==> src/etp_pkg.sv <==
// constants and types for the emulation and test pin control block
package etp_pkg;
   // synchroniser vector bit positions
   localparam int SY_TCK  = 0;
   localparam int SY_TDI  = 1;
   localparam int SY_TMS  = 2;
   localparam int SY_SECOND_MODE_SELECT = 3;
   localparam int SY_TRST = 4;
   localparam int SY_EMULATOR_PIN_ZERO = 5;
   localparam int SY_EMU1 = 6;
   localparam int SY_BIO  = 7;
   localparam int SY_W    = 8;

   localparam int IR_W  = 4;
   localparam int EDR_W = 2;
   localparam logic [IR_W-1:0]  IR_CAPTURE = 4'h1;
   localparam logic [IR_W-1:0]  IR_BYPASS  = 4'hf;
   localparam logic [IR_W-1:0]  IR_EMUCTL  = 4'h2;
   localparam logic [EDR_W-1:0] EDR_RESET  = 2'h0;
   localparam int EDR_EMULATOR_PIN_ZERO_DIR = 0;
   localparam int EDR_EMU1_DIR = 1;

   // strap is caught one cycle after the counter reaches this, past the two-stage sync
   localparam logic [1:0] STRAP_WAIT = 2'h3;

   typedef enum logic [3:0] {
      TAP_RESET, TAP_IDLE,
      TAP_SEL_DR, TAP_CAP_DR, TAP_SH_DR, TAP_EX1_DR,
      TAP_PAU_DR, TAP_EX2_DR, TAP_UPD_DR,
      TAP_SEL_IR, TAP_CAP_IR, TAP_SH_IR, TAP_EX1_IR,
      TAP_PAU_IR, TAP_EX2_IR, TAP_UPD_IR
   } etp_tap_e;

   typedef struct packed {
      logic [SY_W-1:0]  sy1;
      logic [SY_W-1:0]  sy2;
      logic             tck_prev;
      etp_tap_e         tap;
      logic [IR_W-1:0]  ir;
      logic [IR_W-1:0]  ir_sh;
      logic [EDR_W-1:0] edr_sh;
      logic [EDR_W-1:0] emu_ctl;
      logic             byp;
      logic             tdo;
      logic             tdo_oe;
      logic             second_mode_select;
      logic [1:0]       strap_cnt;
      logic             strap_done;
      logic             pll_byp;
      logic             off;
      logic             emulator_pin_zero_o;
      logic             emulator_pin_zero_oe;
      logic             emu1_o;
      logic             emu1_oe;
      logic             emulator_pin_zero_irq;
      logic             emu1_irq;
      logic             bio_gpio;
      logic             gpio_dir;
      logic             gpio_val;
      logic             gpio_oe;
      logic             br_taken;
      logic             br_done;
   } etp_state_s;
endpackage : etp_pkg

==> src/etp_top.sv <==
// emulation/test pin control: tap, emulator pins, outputs-off, branch pin
//
// Overview of operation
// RQ1: tdi shifts into the selected instruction or data register on tck rise.
// RQ2: selected register's bit drives tdo on each tck fall.
// RQ3: tms is sampled into the tap state machine on tck rise.
// RQ4: second mode select is also sampled on tck rise, test use only.
// RQ5: test reset high gives scan control; low holds tap reset, functional.
// RQ6: with test reset high, emulator pin zero is a scan-directed interrupt.
// RQ7: with test reset high, emulator pin one is a scan-directed interrupt.
// RQ8: with test reset low, pin one low turns every output driver off.
// RQ9: outside party holds test reset 0, pin zero 1, pin one 0 for off.
// RQ10: polled branch is taken when branch input low, else falls through.
// RQ11: every reset makes the shared pin the branch input; software may remap.
// RQ12: board should hold an unused branch input high.
// RQ13: mode select, second select and test reset low at reset pick bypass.
// RQ14: after reset the general-purpose pin is an input until reprogrammed.
// RQ15: tap, instruction and bypass registers follow standard tap sequencing.
module etp_top
   import etp_pkg::*;
(
   input  wire logic mclk_in,
   input  wire logic rstn_in,
   input  wire logic tck_in,
   input  wire logic tdi_in,
   input  wire logic tms_in,
   input  wire logic second_mode_select_in,
   input  wire logic test_reset_in,
   output logic      tdo_out,
   output logic      tdo_oe_out,
   input  wire logic emulator_pin_zero_in,
   output logic      emulator_pin_zero_out,
   output logic      emulator_pin_zero_oe_out,
   input  wire logic emulator_pin_one_outputs_off_in,
   output logic      emulator_pin_one_outputs_off_out,
   output logic      emulator_pin_one_outputs_off_oe_out,
   input  wire logic emu_irq_req_in,
   output logic      emulator_pin_zero_irq_out,
   output logic      emu1_irq_out,
   output logic      outputs_off_out,
   output logic      scan_control_out,
   output logic      second_select_out,
   output logic      pll_bypass_out,
   input  wire logic branch_control_input_in,
   output logic      port_c_bit_one_io_out,
   output logic      port_c_bit_one_io_oe_out,
   input  wire logic pin_gpio_mode_in,
   input  wire logic gpio_dir_wr_in,
   input  wire logic gpio_dir_in,
   input  wire logic gpio_val_wr_in,
   input  wire logic gpio_val_in,
   input  wire logic conditional_branch_instruction_in,
   output logic      branch_taken_out,
   output logic      branch_done_out
);

   etp_state_s q;
   etp_state_s d;

   function automatic etp_tap_e tap_next(input etp_tap_e s,
                                         input logic     m);
      unique case (s)
         TAP_RESET:  tap_next = m ? TAP_RESET  : TAP_IDLE;
         TAP_IDLE:   tap_next = m ? TAP_SEL_DR : TAP_IDLE;
         TAP_SEL_DR: tap_next = m ? TAP_SEL_IR : TAP_CAP_DR;
         TAP_CAP_DR: tap_next = m ? TAP_EX1_DR : TAP_SH_DR;
         TAP_SH_DR:  tap_next = m ? TAP_EX1_DR : TAP_SH_DR;
         TAP_EX1_DR: tap_next = m ? TAP_UPD_DR : TAP_PAU_DR;
         TAP_PAU_DR: tap_next = m ? TAP_EX2_DR : TAP_PAU_DR;
         TAP_EX2_DR: tap_next = m ? TAP_UPD_DR : TAP_SH_DR;
         TAP_UPD_DR: tap_next = m ? TAP_SEL_DR : TAP_IDLE;
         TAP_SEL_IR: tap_next = m ? TAP_RESET  : TAP_CAP_IR;
         TAP_CAP_IR: tap_next = m ? TAP_EX1_IR : TAP_SH_IR;
         TAP_SH_IR:  tap_next = m ? TAP_EX1_IR : TAP_SH_IR;
         TAP_EX1_IR: tap_next = m ? TAP_UPD_IR : TAP_PAU_IR;
         TAP_PAU_IR: tap_next = m ? TAP_EX2_IR : TAP_PAU_IR;
         TAP_EX2_IR: tap_next = m ? TAP_UPD_IR : TAP_SH_IR;
         TAP_UPD_IR: tap_next = m ? TAP_SEL_DR : TAP_IDLE;
      endcase
   endfunction : tap_next

   logic tck_rise;
   logic tck_fall;
   logic trst_s;
   logic sel_emu;

   always_comb begin
      tck_rise = q.sy2[SY_TCK] & ~q.tck_prev;
      tck_fall = ~q.sy2[SY_TCK] & q.tck_prev;
      trst_s   = q.sy2[SY_TRST];
      sel_emu  = (q.ir == IR_EMUCTL);
   end

   always_comb begin
      d = q;
      d.sy1 = {branch_control_input_in, emulator_pin_one_outputs_off_in,
               emulator_pin_zero_in, test_reset_in, second_mode_select_in,
               tms_in, tdi_in, tck_in};
      d.sy2 = q.sy1;
      d.tck_prev = q.sy2[SY_TCK];

      if (!trst_s) begin
         // functional mode: scan logic parked, scan pins ignored
         d.tap     = TAP_RESET; // RQ5
         d.ir      = IR_BYPASS; // RQ15
         d.emu_ctl = EDR_RESET;
      end else if (tck_rise) begin
         d.tap  = tap_next(q.tap, q.sy2[SY_TMS]); // RQ3 RQ15
         d.second_mode_select = q.sy2[SY_SECOND_MODE_SELECT]; // RQ4
         unique case (q.tap)
            TAP_RESET:  d.ir = IR_BYPASS; // RQ15
            TAP_CAP_IR: d.ir_sh = IR_CAPTURE;
            TAP_SH_IR:  d.ir_sh = {q.sy2[SY_TDI], q.ir_sh[IR_W-1:1]}; // RQ1
            TAP_UPD_IR: d.ir = q.ir_sh;
            TAP_CAP_DR: begin
               d.edr_sh = q.emu_ctl;
               d.byp    = 1'b0; // RQ15
            end
            TAP_SH_DR: begin
               if (sel_emu)
                  d.edr_sh = {q.sy2[SY_TDI], q.edr_sh[EDR_W-1:1]}; // RQ1
               else
                  d.byp = q.sy2[SY_TDI]; // RQ1
            end
            TAP_UPD_DR: if (sel_emu) d.emu_ctl = q.edr_sh; // RQ6 RQ7
            default: ;
         endcase
      end else if (tck_fall) begin
         // tdo changes only on the falling edge so the probe samples it
         // cleanly on the next rising edge
         d.tdo_oe = (q.tap == TAP_SH_IR) || (q.tap == TAP_SH_DR); // RQ2
         if (q.tap == TAP_SH_IR)
            d.tdo = q.ir_sh[0]; // RQ2
         else if (sel_emu)
            d.tdo = q.edr_sh[0]; // RQ2
         else
            d.tdo = q.byp; // RQ2
      end
      if (!trst_s)
         d.tdo_oe = 1'b0;

      // outputs-off only while test reset low, pin zero high, pin one low
      d.off = !trst_s && q.sy2[SY_EMULATOR_PIN_ZERO] && !q.sy2[SY_EMU1]; // RQ8 RQ9

      // emulator pins as interrupts; direction comes from the scan register
      d.emulator_pin_zero_o   = emu_irq_req_in;
      d.emu1_o   = emu_irq_req_in;
      d.emulator_pin_zero_oe  = trst_s && q.emu_ctl[EDR_EMULATOR_PIN_ZERO_DIR] && !d.off; // RQ6
      d.emu1_oe  = trst_s && q.emu_ctl[EDR_EMU1_DIR] && !d.off; // RQ7
      d.emulator_pin_zero_irq = trst_s && !q.emu_ctl[EDR_EMULATOR_PIN_ZERO_DIR] && q.sy2[SY_EMULATOR_PIN_ZERO];
      d.emu1_irq = trst_s && !q.emu_ctl[EDR_EMU1_DIR] && q.sy2[SY_EMU1];

      // strap: synchronisers need a few cycles after release to be valid
      if (!q.strap_done) begin
         if (q.strap_cnt == STRAP_WAIT) begin
            d.strap_done = 1'b1;
            d.pll_byp = !q.sy2[SY_SECOND_MODE_SELECT] && !q.sy2[SY_TMS] && !trst_s; // RQ13
         end else begin
            d.strap_cnt = q.strap_cnt + 2'h1;
         end
      end

      d.bio_gpio = pin_gpio_mode_in; // RQ11
      if (gpio_dir_wr_in)
         d.gpio_dir = gpio_dir_in; // RQ14
      if (gpio_val_wr_in)
         d.gpio_val = gpio_val_in;
      d.gpio_oe = d.bio_gpio && d.gpio_dir && !d.off; // RQ14 RQ8
      if (d.off)
         d.tdo_oe = 1'b0; // RQ8

      d.br_done = conditional_branch_instruction_in;
      if (conditional_branch_instruction_in)
         // a remapped pin is masked out, so the branch falls through
         d.br_taken = !q.bio_gpio && !q.sy2[SY_BIO]; // RQ10 RQ12
   end

   always_ff @(posedge mclk_in or negedge rstn_in) begin
      if (!rstn_in) begin
         q            <= '0;
         q.tap        <= TAP_RESET;
         q.ir         <= IR_BYPASS;
         q.emu_ctl    <= EDR_RESET;
         q.bio_gpio   <= 1'b0; // RQ11
         q.gpio_dir   <= 1'b0; // RQ14
      end else begin
         q <= d;
      end
   end

   assign tdo_out                             = q.tdo;
   assign tdo_oe_out                          = q.tdo_oe;
   assign emulator_pin_zero_out               = q.emulator_pin_zero_o;
   assign emulator_pin_zero_oe_out            = q.emulator_pin_zero_oe;
   assign emulator_pin_one_outputs_off_out    = q.emu1_o;
   assign emulator_pin_one_outputs_off_oe_out = q.emu1_oe;
   assign emulator_pin_zero_irq_out                        = q.emulator_pin_zero_irq;
   assign emu1_irq_out                        = q.emu1_irq;
   assign outputs_off_out                     = q.off;
   assign scan_control_out                    = q.sy2[SY_TRST];
   assign second_select_out                   = q.second_mode_select;
   assign pll_bypass_out                      = q.pll_byp;
   assign port_c_bit_one_io_out               = q.gpio_val;
   assign port_c_bit_one_io_oe_out            = q.gpio_oe;
   assign branch_taken_out                    = q.br_taken;
   assign branch_done_out                     = q.br_done;
endmodule : etp_top

==> config.mk <==
export PLATFORM = sky130hd
export DESIGN_NAME = etp_top
export DESIGN_NICKNAME = d
export VERILOG_FILES = /design/src/etp_pkg.sv /design/src/etp_top.sv
export SDC_FILE = /design/constraint.sdc
export NUM_CORES = 1
export LEC_CHECK = 0
export BUFFER_PORTS_ARGS = -buffer_cell sky130_fd_sc_hd__buf_4
export CORE_ASPECT_RATIO = 0.5
export CORE_UTILIZATION = 40
export DETAILED_ROUTE_END_ITERATION = 10
export GPL_TIMING_DRIVEN = 0
export SLEW_MARGIN = 5
export SYNTH_ARGS = -nofsm -noshare
export SYNTH_HDL_FRONTEND = slang
export SYNTH_SLANG_ARGS = --single-unit
==> constraint.sdc <==
create_clock -name mclk_in -period 2 [get_ports mclk_in]
set_input_delay 0.5 -clock mclk_in [delete_from_list [all_inputs] [get_ports mclk_in]]
set_output_delay 0.5 -clock mclk_in [all_outputs]
set_load 0.02 [all_outputs]
# --- Word level (Yosys, flattened, before mapping) ---
# Index checks and enable logic that the tools add are counted.
totals:
  reg_bits: 53
  latchBits: 0
  ramBits: 0
  mem_bits_ro: 0
  in_bits: 17
  output_inout_bits: 16
  elab_cells: 134
  mem_count: 0
op_classes:
  n_addsub: 1
  mul: 0
  n_div: 0
  n_lt_le_gt_ge: 0
  eq_ne: 25
  shift: 0
  mux: 33
  bitwise: 7
  reduce_logical: 41
ops:
  columns: ["operator", "count"]
  rows:
  - ["4-bit case mux with 12 select lines", 1]
  - ["4-bit equality test (second input constant)", 8]
  - ["2-bit 2-to-1 mux", 9]
  - ["17-bit 2-to-1 mux", 1]
  - ["4-bit by 3-bit equality test with 1-bit output (second input constant)", 4]
  - ["4-bit 2-to-1 mux", 4]
  - ["4-bit case mux with 2 select lines", 2]
  - ["1-bit logical AND", 15]
  - ["4-bit by 2-bit equality test with 1-bit output (second input constant)", 3]
  - ["1-bit 2-to-1 mux", 11]
  - ["2-bit AND reduction", 5]
  - ["1-bit logical NOT", 9]
  - ["3-bit AND reduction", 3]
  - ["8-bit 2-to-1 mux", 1]
  - ["4-bit AND reduction", 2]
  - ["3-bit 2-to-1 mux", 2]
  - ["2-bit by 1-bit != test with 1-bit output (second input constant)", 3]
  - ["3-bit by 1-bit != test with 1-bit output (second input constant)", 2]
  - ["1-bit inverter", 5]
  - ["4-bit by 1-bit equality test with 1-bit output (second input constant)", 1]
  - ["4-bit logical NOT", 1]
  - ["2-bit != test (second input constant)", 2]
  - ["2-bit case mux with 2 select lines", 1]
  - ["2-bit nonzero test", 2]
  - ["8 further kinds", 10]

# --- Longest topological paths before layout ---
# Gate-level depths: netlist (run 1).
logic_depth:
  word_depth: 6
  ltp_mapped: 6
  ltp_nobuf: 4

# --- Worst setup path before layout (run 1) ---
# Ideal clock, no wire load.
synth_timing:
  path_type: "register to register"
  startpoint: "register q[34] in the netlist's numbering"
  endpoint: "register q[23] in the netlist's numbering"
  setup_ps: 125
  arrival_time_ps: 1617
  required_time_ps: 1875
  setup_slack_ps: 258
  stages_incl_launch_ff: 6
  n_path_buf: 1
  period_less_slack_ps: 1742
  path_cell_list: "dfrtp_1 buf_2 or3b_1 a211o_1 o21bai_4 mux2_4"
synth_via:
  elab_chain_len: 3
synth_rtl:
  columns: ["element", "line", "source"]
  rows:
  - ["start: declaration", "etp_top.sv:57", "etp_state_s q;"]
  - ["4-bit by 3-bit equality test with 1-bit output or 4-bit by 2-bit equality test with 1-bit output (tied branches)", "etp_top.sv:110", "unique case (q.tap)"]
  - ["2-bit != test (no source line) or 2-bit nonzero test (tied branches)", null, null]
  - ["4-bit AND reduction (no source line)", null, null]
# Parallel ways exist; a longest one is shown, timed or not.
# A chain may end at the register's enable or synchronous reset.

# --- Worst setup path after layout (run 1) ---
layout_timing:
  startpoint: "register q[34] in the netlist's numbering"
  endpoint: "register q[24] in the netlist's numbering"
# Same word-level chain as after synthesis.

==> results of run 1 <==
## routing by layer
metal	global-route usage (%)	share of wire [%]	vias to the layer above
li1	-	-	713
met4	4.86	0.96	0
met3	4.72	4.9	5
met1	21.7	52	710
met5	0	0	-
met2	21.9	42	35
## synthesized netlist by cell type (all sizes together), types with 3 or more instances
| cell | n | area share [%] |
|---|---|---|
| nor2 | 8 | 1.4 |
| mux2i | 3 | 1.4 |
| dfrtp | 49 | 56 |
| nor3 | 3 | 0.69 |
| inv | 4 | 0.69 |
| nand2 | 18 | 3.1 |
| nand3b | 3 | 1.0 |
| dfstp | 4 | 4.8 |
| o21ai | 15 | 3.5 |
| mux2 | 9 | 5.0 |
| nor2b | 10 | 2.9 |
| nand2b | 3 | 0.86 |
| clkbuf | 9 | 1.6 |
| nand4b | 4 | 1.6 |
| a31oi | 4 | 1.1 |
| buf | 3 | 0.75 |
| o21a | 4 | 1.4 |
## path summary, 6_finish.rpt
| path | startpoint | endpoint | slack [ns] | cells after the start |
|---|---|---|---|---|
| min in group mclk_in | tdi_in | d[39] | 0.29 | 1 |
| worst max-delay path | q[34] | q[24] | 0.15 | 5 |
| worst min-delay path | rstn_in | q[14] | 0.21 | 1 |
| worst max register to register | q[34] | q[24] | 0.15 | 5 |
| max in group asynchronous | rstn_in | q[25] | 1.35 | 1 |
| worst min register to register | d[39] | q[39] | 0.35 | 0 |
## power groups by stage
stage | Combinational, uW | Sequential, uW | Clock, uW
2_1_floorplan | 62.8 | 1170 | 0
3_3_place_gp | 173 | 1150 | 0
3_5_place_dp | 175 | 1150 | 0
4_1_cts | 175 | 1130 | 667
5_1_grt | 190 | 1130 | 709
6_report | 172 | 1130 | 644
## logic make-up after synthesis
logic type	count (synthesis)	synth area share [%]
AND/OR/NAND/NOR	63	17.0
flip-flops	53	61.2
AO/OA/AOI/OAI	36	11.0
buffers and inverters	16	2.99
multiplexers	12	6.38
XOR/XNOR	2	0.805
adder cells (fa/ha/maj)	1	0.575
## flip-flops by register name, summed over array words and instances, names as in the netlist
register / count
emulator_pin_zero_oe_out: 1
port_c_bit_one_io_oe_out: 1
q: 29
branch_done_out: 1
port_c_bit_one_io_out: 1
emulator_pin_zero_irq_out: 1
emu1_irq_out: 1
pll_bypass_out: 1
emulator_pin_one_outputs_off_out: 1
second_select_out: 1
outputs_off_out: 1
scan_control_out: 1
tdo_out: 1
branch_taken_out: 1
emulator_pin_one_outputs_off_oe_out: 1
tdo_oe_out: 1
d: 9
## cell type report
class                           instances  area [um2]
Tap cell                               70        87.6
Sequential cell                        53        1330
Fill cell                             474        2460
Buffer                                 12        50.0
Clock buffer                            6        82.6
Inverter                                4        15.0
Clock inverter                          2        17.5
Timing Repair Buffer                   32         240
Multi-Input combinational cell        114         779
## per-stage QoR
step / worst slack, ns / instances
floorplan: 0.258 / 183
detailed placement: 0.166 / 285
finish: 0.150 / 293
global placement: 0.174 / 285
CTS: 0.152 / 293
global route: 0.0634 / 293
==> results.md, run 1 <==
## Outcome
* status: completed

## Yosys
* Async SR Flop Fraction: 100%
* Most used DFF post-synth: sky130_fd_sc_hd__dfrtp_1
* synthesized area per cell: 11.9 um2
* Synth Warn #: 0
* Post-synth EDFFs: 0
* Syn Inst Count: 183
* register area share after synthesis: 61.2%
* nets in the synthesized netlist: 201
* count of unique library cells instantiated by Yosys: 44
* synthesized flop and latch total: 53
* post-synthesis cell area: 0.00218 mm2

## Global routing
* aggregate global-route resource usage: 15.1%
* wire length of the first global-routing pass: 6410 um
* antenna violations before repair: 0
* total overflow reported by the global router: 0
* maximum number of pins on one net before global-route repair: 54
* vias in the first global route: 1316

## Timing
* Final Setup Violations: 0
* Slew Viols, Final: 0
* total count of hold-check failures in the final report: 0
* post-route worst hold slack: 0.213 ns
* setup skew after layout: 0.00473 ns
* relative slew slack: 56.5%
* Sum Neg Setup Slack: 0 ns
* Final period util: 92.5%
* min cycle time layout: 1.85 ns
* RSZ-0062 raised after global routing: false
* worst slew pin tran: 0.653 ns
* Max Fclk: 541 MHz

## Detailed routing
* vias after detailed routing: 1463
* total routed wirelength: 3950 um
* DRC violations left: 0
* antenna-violating nets left: 0
* Starting DRT DRC Count: 59
* mean number of vias per cell: 4.99
* detailed-router iteration count before antenna repair: 4
* routed length per instance: 13.5 um

## Clock tree
* Root Buffer Master: sky130_fd_sc_hd__clkbuf_8
* clock latency reported for the late side of the worst-skew pair: 0.30 ns
* H-tree depth reported by CTS: 2
* number of buffers inserted during clock tree synthesis: 5
* post-cts resize count: 0
* Clk pin slew, worst setup/hold paths: 0.10 ns
* clk sinks: 53
* number of buffers on the longest clock path: 2
* cts-stage hold buffer count: 0
* TritonCTS clock tree: yes
* post-CTS setup-driven buffer insertion count: 0

## Layout
* final core utilization: 51.4%
* final-stage net count: 240
* Post-Layout Inst Area: 0.00260 mm2
* Ant. Diodes: 0
* area growth from synthesis to layout: 19.7%
* commonest non-fill, non-tap cell in the layout: sky130_fd_sc_hd__dfrtp_1
* share of final-layout standard cells stronger than drive strength 1: 26.0%
* most used cells in the layout excluding fill and tap cells: sky130_fd_sc_hd__dfrtp_1, sky130_fd_sc_hd__buf_4, sky130_fd_sc_hd__nand2_1

## Job
* Max-cap violations: 0

## Pwr
* total design power: 1940 uW
* switching share of power: 24.3%
* sequential cell fraction of total power: 58.0%
* power per unit of standard cell area: 746 mW/mm2
* part of the total power dissipated in the clock network: 33.1%
* highest ir drop seen on vdd: 412 uV
* combinational fraction of design power: 8.9%
* power dissipated by switching net loads: 473 uW
* leakage power summed over all cells: 0.00113 uW
* Int Power: 1470 uW

## Worst setup path
* startpoint type of the worst setup path: register
* endpoint kind of the worst setup timing path: register
* Data required, critical path: 2.20 ns
* kind of cell adding the most delay to the critical path: compound AO/OA/AOI/OAI gates
* worst path cell trace: buf_2 > or3b_1 > a211o_1 > o21bai_4 > mux2_4
* Data arrival, critical path: 2.05 ns
* slowest stage delay, CP: 0.38 ns
* largest fanout on the critical path: 10
* start-to-end type of the worst setup path: register to register
* highest-delay cell along the critical path: sky130_fd_sc_hd__dfrtp_1
* Bufs and invs on worst path: 1

## Worst hold path
* worst min path class: input port to async pin

## Die
* Chip Height: 54.2 um
* total die area: 0.00576 mm2
* die width: 106 um
* effective utilization at floorplan: 42.9%
* Core Area: 0.00507 mm2
* number of rows created at floorplan: 18
* number of top-level design ports: 33

## Placement
* number of buffer cells added on primary ports: 32
* post-place instance area: 0.00250 mm2
* final weighted congestion in routability-driven placement: 0.822
* estimated wirelength of the detail-placed design: 2760 um

Power figures use the tool's default switching activity.
==> inputs of run 2 (changes only) <==
PLACE_DENSITY = 0.64   (was not set)
==> run 2 against run 1 <==
  * Fmax up 0.40%
  * Critical path depth unchanged
  * Die area unchanged
  * First-iteration DRC count up 120%
  * Sequential share of layout area about the same
  * Sequential power about the same
  * Global-route usage down 0.80 points
  * Final cell count unchanged
  * Critical endpoint is now q[23]
  * Final area about the same
  * Combinational power about the same
  * Core utilization about the same
==> results.md, run 2 (same netlist as run 1, synthesis figures left out) <==
## Timing
* Max Fclk: 543 MHz, was 541 MHz
* Final period util: 92.1%, was 92.5%
* setup skew after layout: 0.00687 ns, was 0.00473 ns
* worst slew pin tran: 0.641 ns, was 0.653 ns
* min cycle time layout: 1.84 ns, was 1.85 ns
* relative slew slack: 57.3%, was 56.5%
* Final Setup Violations: 0, unchanged
* RSZ-0062 raised after global routing: false, unchanged
* total count of hold-check failures in the final report: 0, unchanged
* Slew Viols, Final: 0, unchanged
* Sum Neg Setup Slack: 0 ns, unchanged

## Worst setup path
* Data arrival, critical path: 2.04 ns, was 2.05 ns
* slowest stage delay, CP: 0.37 ns, was 0.38 ns
* kind of cell adding the most delay to the critical path: compound AO/OA/AOI/OAI gates, unchanged
* startpoint type of the worst setup path: register, unchanged
* endpoint kind of the worst setup timing path: register, unchanged
* worst path cell trace: buf_2 > or3b_1 > a211o_1 > o21bai_4 > mux2_4, unchanged
* start-to-end type of the worst setup path: register to register, unchanged
* largest fanout on the critical path: 10, unchanged
* Bufs and invs on worst path: 1, unchanged
* Data required, critical path: 2.20 ns, about the same
* highest-delay cell along the critical path: sky130_fd_sc_hd__dfrtp_1, unchanged

## Clock tree
* H-tree depth reported by CTS: 2, unchanged
* number of buffers on the longest clock path: 2, unchanged
* post-CTS setup-driven buffer insertion count: 0, unchanged
* post-cts resize count: 0, unchanged
* cts-stage hold buffer count: 0, unchanged
* Root Buffer Master: sky130_fd_sc_hd__clkbuf_8, unchanged
* Clk pin slew, worst setup/hold paths: 0.10 ns, about the same
* number of buffers inserted during clock tree synthesis: 5, unchanged
* TritonCTS clock tree: yes, unchanged
* clk sinks: 53, unchanged
* clock latency reported for the late side of the worst-skew pair: 0.30 ns, about the same

## Layout
* Ant. Diodes: 0, unchanged
* most used cells in the layout excluding fill and tap cells: sky130_fd_sc_hd__dfrtp_1, sky130_fd_sc_hd__buf_4, sky130_fd_sc_hd__nand2_1, unchanged
* max FFs per register: 29, unchanged
* final instance count without filler cells: 293, unchanged
* commonest non-fill, non-tap cell in the layout: sky130_fd_sc_hd__dfrtp_1, unchanged
* final core utilization: 51.3%, was 51.4%
* area growth from synthesis to layout: 19.6%, was 19.7%
* share of final-layout standard cells stronger than drive strength 1: 26.0%, unchanged
* most flop-heavy register: q, unchanged
* final-stage net count: 240, unchanged

## Die
* number of top-level design ports: 33, unchanged
* total die area: 0.00576 mm2, unchanged
* number of rows created at floorplan: 18, unchanged
* Chip Height: 54.2 um, unchanged
* effective utilization at floorplan: 42.9%, unchanged
* die width: 106 um, unchanged
* Core Area: 0.00507 mm2, unchanged

## Detailed routing
* Met3 Routed Length: 180 um, was 193 um
* total routed wirelength: 3730 um, was 3950 um
* mean number of vias per cell: 4.88, was 4.99
* routed length per instance: 12.7 um, was 13.5 um
* vias after detailed routing: 1430, was 1463
* length of routed wiring on met1: 1870 um, was 2060 um
* antenna-violating nets left: 0, unchanged
* DRC violations left: 0, unchanged
* max layer used: met4, unchanged
* Starting DRT DRC Count: 129, was 59
* Routed met2 length: 1660 um, about the same
* detailed-router iteration count before antenna repair: 4, unchanged

## Outcome
* status: completed, unchanged

## Pwr
* highest ir drop seen on vdd: 449 uV, was 412 uV
* power per unit of standard cell area: 743 mW/mm2, was 746 mW/mm2
* leakage power summed over all cells: 0.00113 uW, about the same

## Placement
* Cells after DPL: 285, unchanged
* estimated wirelength of the detail-placed design: 2580 um, was 2760 um
* final weighted congestion in routability-driven placement: 0.828, was 0.822
* number of buffer cells added on primary ports: 32, unchanged

## Global routing
* aggregate global-route resource usage: 14.3%, was 15.1%
* wire length of the first global-routing pass: 6180 um, was 6410 um
* antenna violations before repair: 0, unchanged
* total overflow reported by the global router: 0, unchanged
* vias in the first global route: 1277, was 1316
* maximum number of pins on one net before global-route repair: 54, unchanged

## Job
* Max-cap violations: 0, unchanged

## Worst hold path
* worst min path class: input port to async pin, unchanged

-- run 2: cell types whose count changed in the layout (fill, tap and decap cells not counted), sizes merged --
cell    delta
inv        +1
clkbuf     -1
-- run 2: stage by stage --
| step | setup WS (ns) | cell area (um2) | hold WS, ns | total power [uW] |
|---|---|---|---|---|
| 4_1_cts | 0.166 | 2600 | 0.241 | 1970 |
| 3_3_place_gp | 0.194 | 2500 | 0.332 | 1320 |
| 2_1_floorplan | 0.258 | 2180 | 0.204 | 1230 |
| 6_report | 0.157 | 2600 | 0.217 | 1930 |
| 5_1_grt | 0.110 | 2600 | 0.256 | 2030 |
| 3_5_place_dp | 0.175 | 2500 | 0.335 | 1320 |
-- run 2: cell type report --
class	count	area, um2
tap	70	87.6
clock buffer	5	68.8
fill	461	2470
clock inverter	3	28.8
multi-input combinational	114	779
timing repair buffer	32	240
buffer	12	50.0
sequential	53	1330
inverter	4	15.0
-- run 2: final timing paths --
path                       cells after the start    end  slack (ns)     from
setup / recovery                               5  q[23]        0.16    q[34]
hold / removal                                 1  q[41]        0.22  rstn_in
setup reg to reg                               5  q[23]        0.16    q[34]
hold reg to reg                                0  q[40]        0.36    d[40]
max in group asynchronous                      1  q[25]        1.36  rstn_in
min in group mclk_in                           1  d[38]        0.29   tck_in
-- run 2: power by group --
group / internal, uW / total, uW / switching, uW
Clock: 262 / 636 / 374
Sequential: 1110 / 1130 / 16.2
Combinational: 72.7 / 171 / 98.3
-- run 2: routing by layer --
layer  vias to the layer above  track usage, %
met2                        38            21.6
li1                        716               -
met3                         2            4.12
met5                         -               0
met1                       674            20.2
met4                         0            4.17
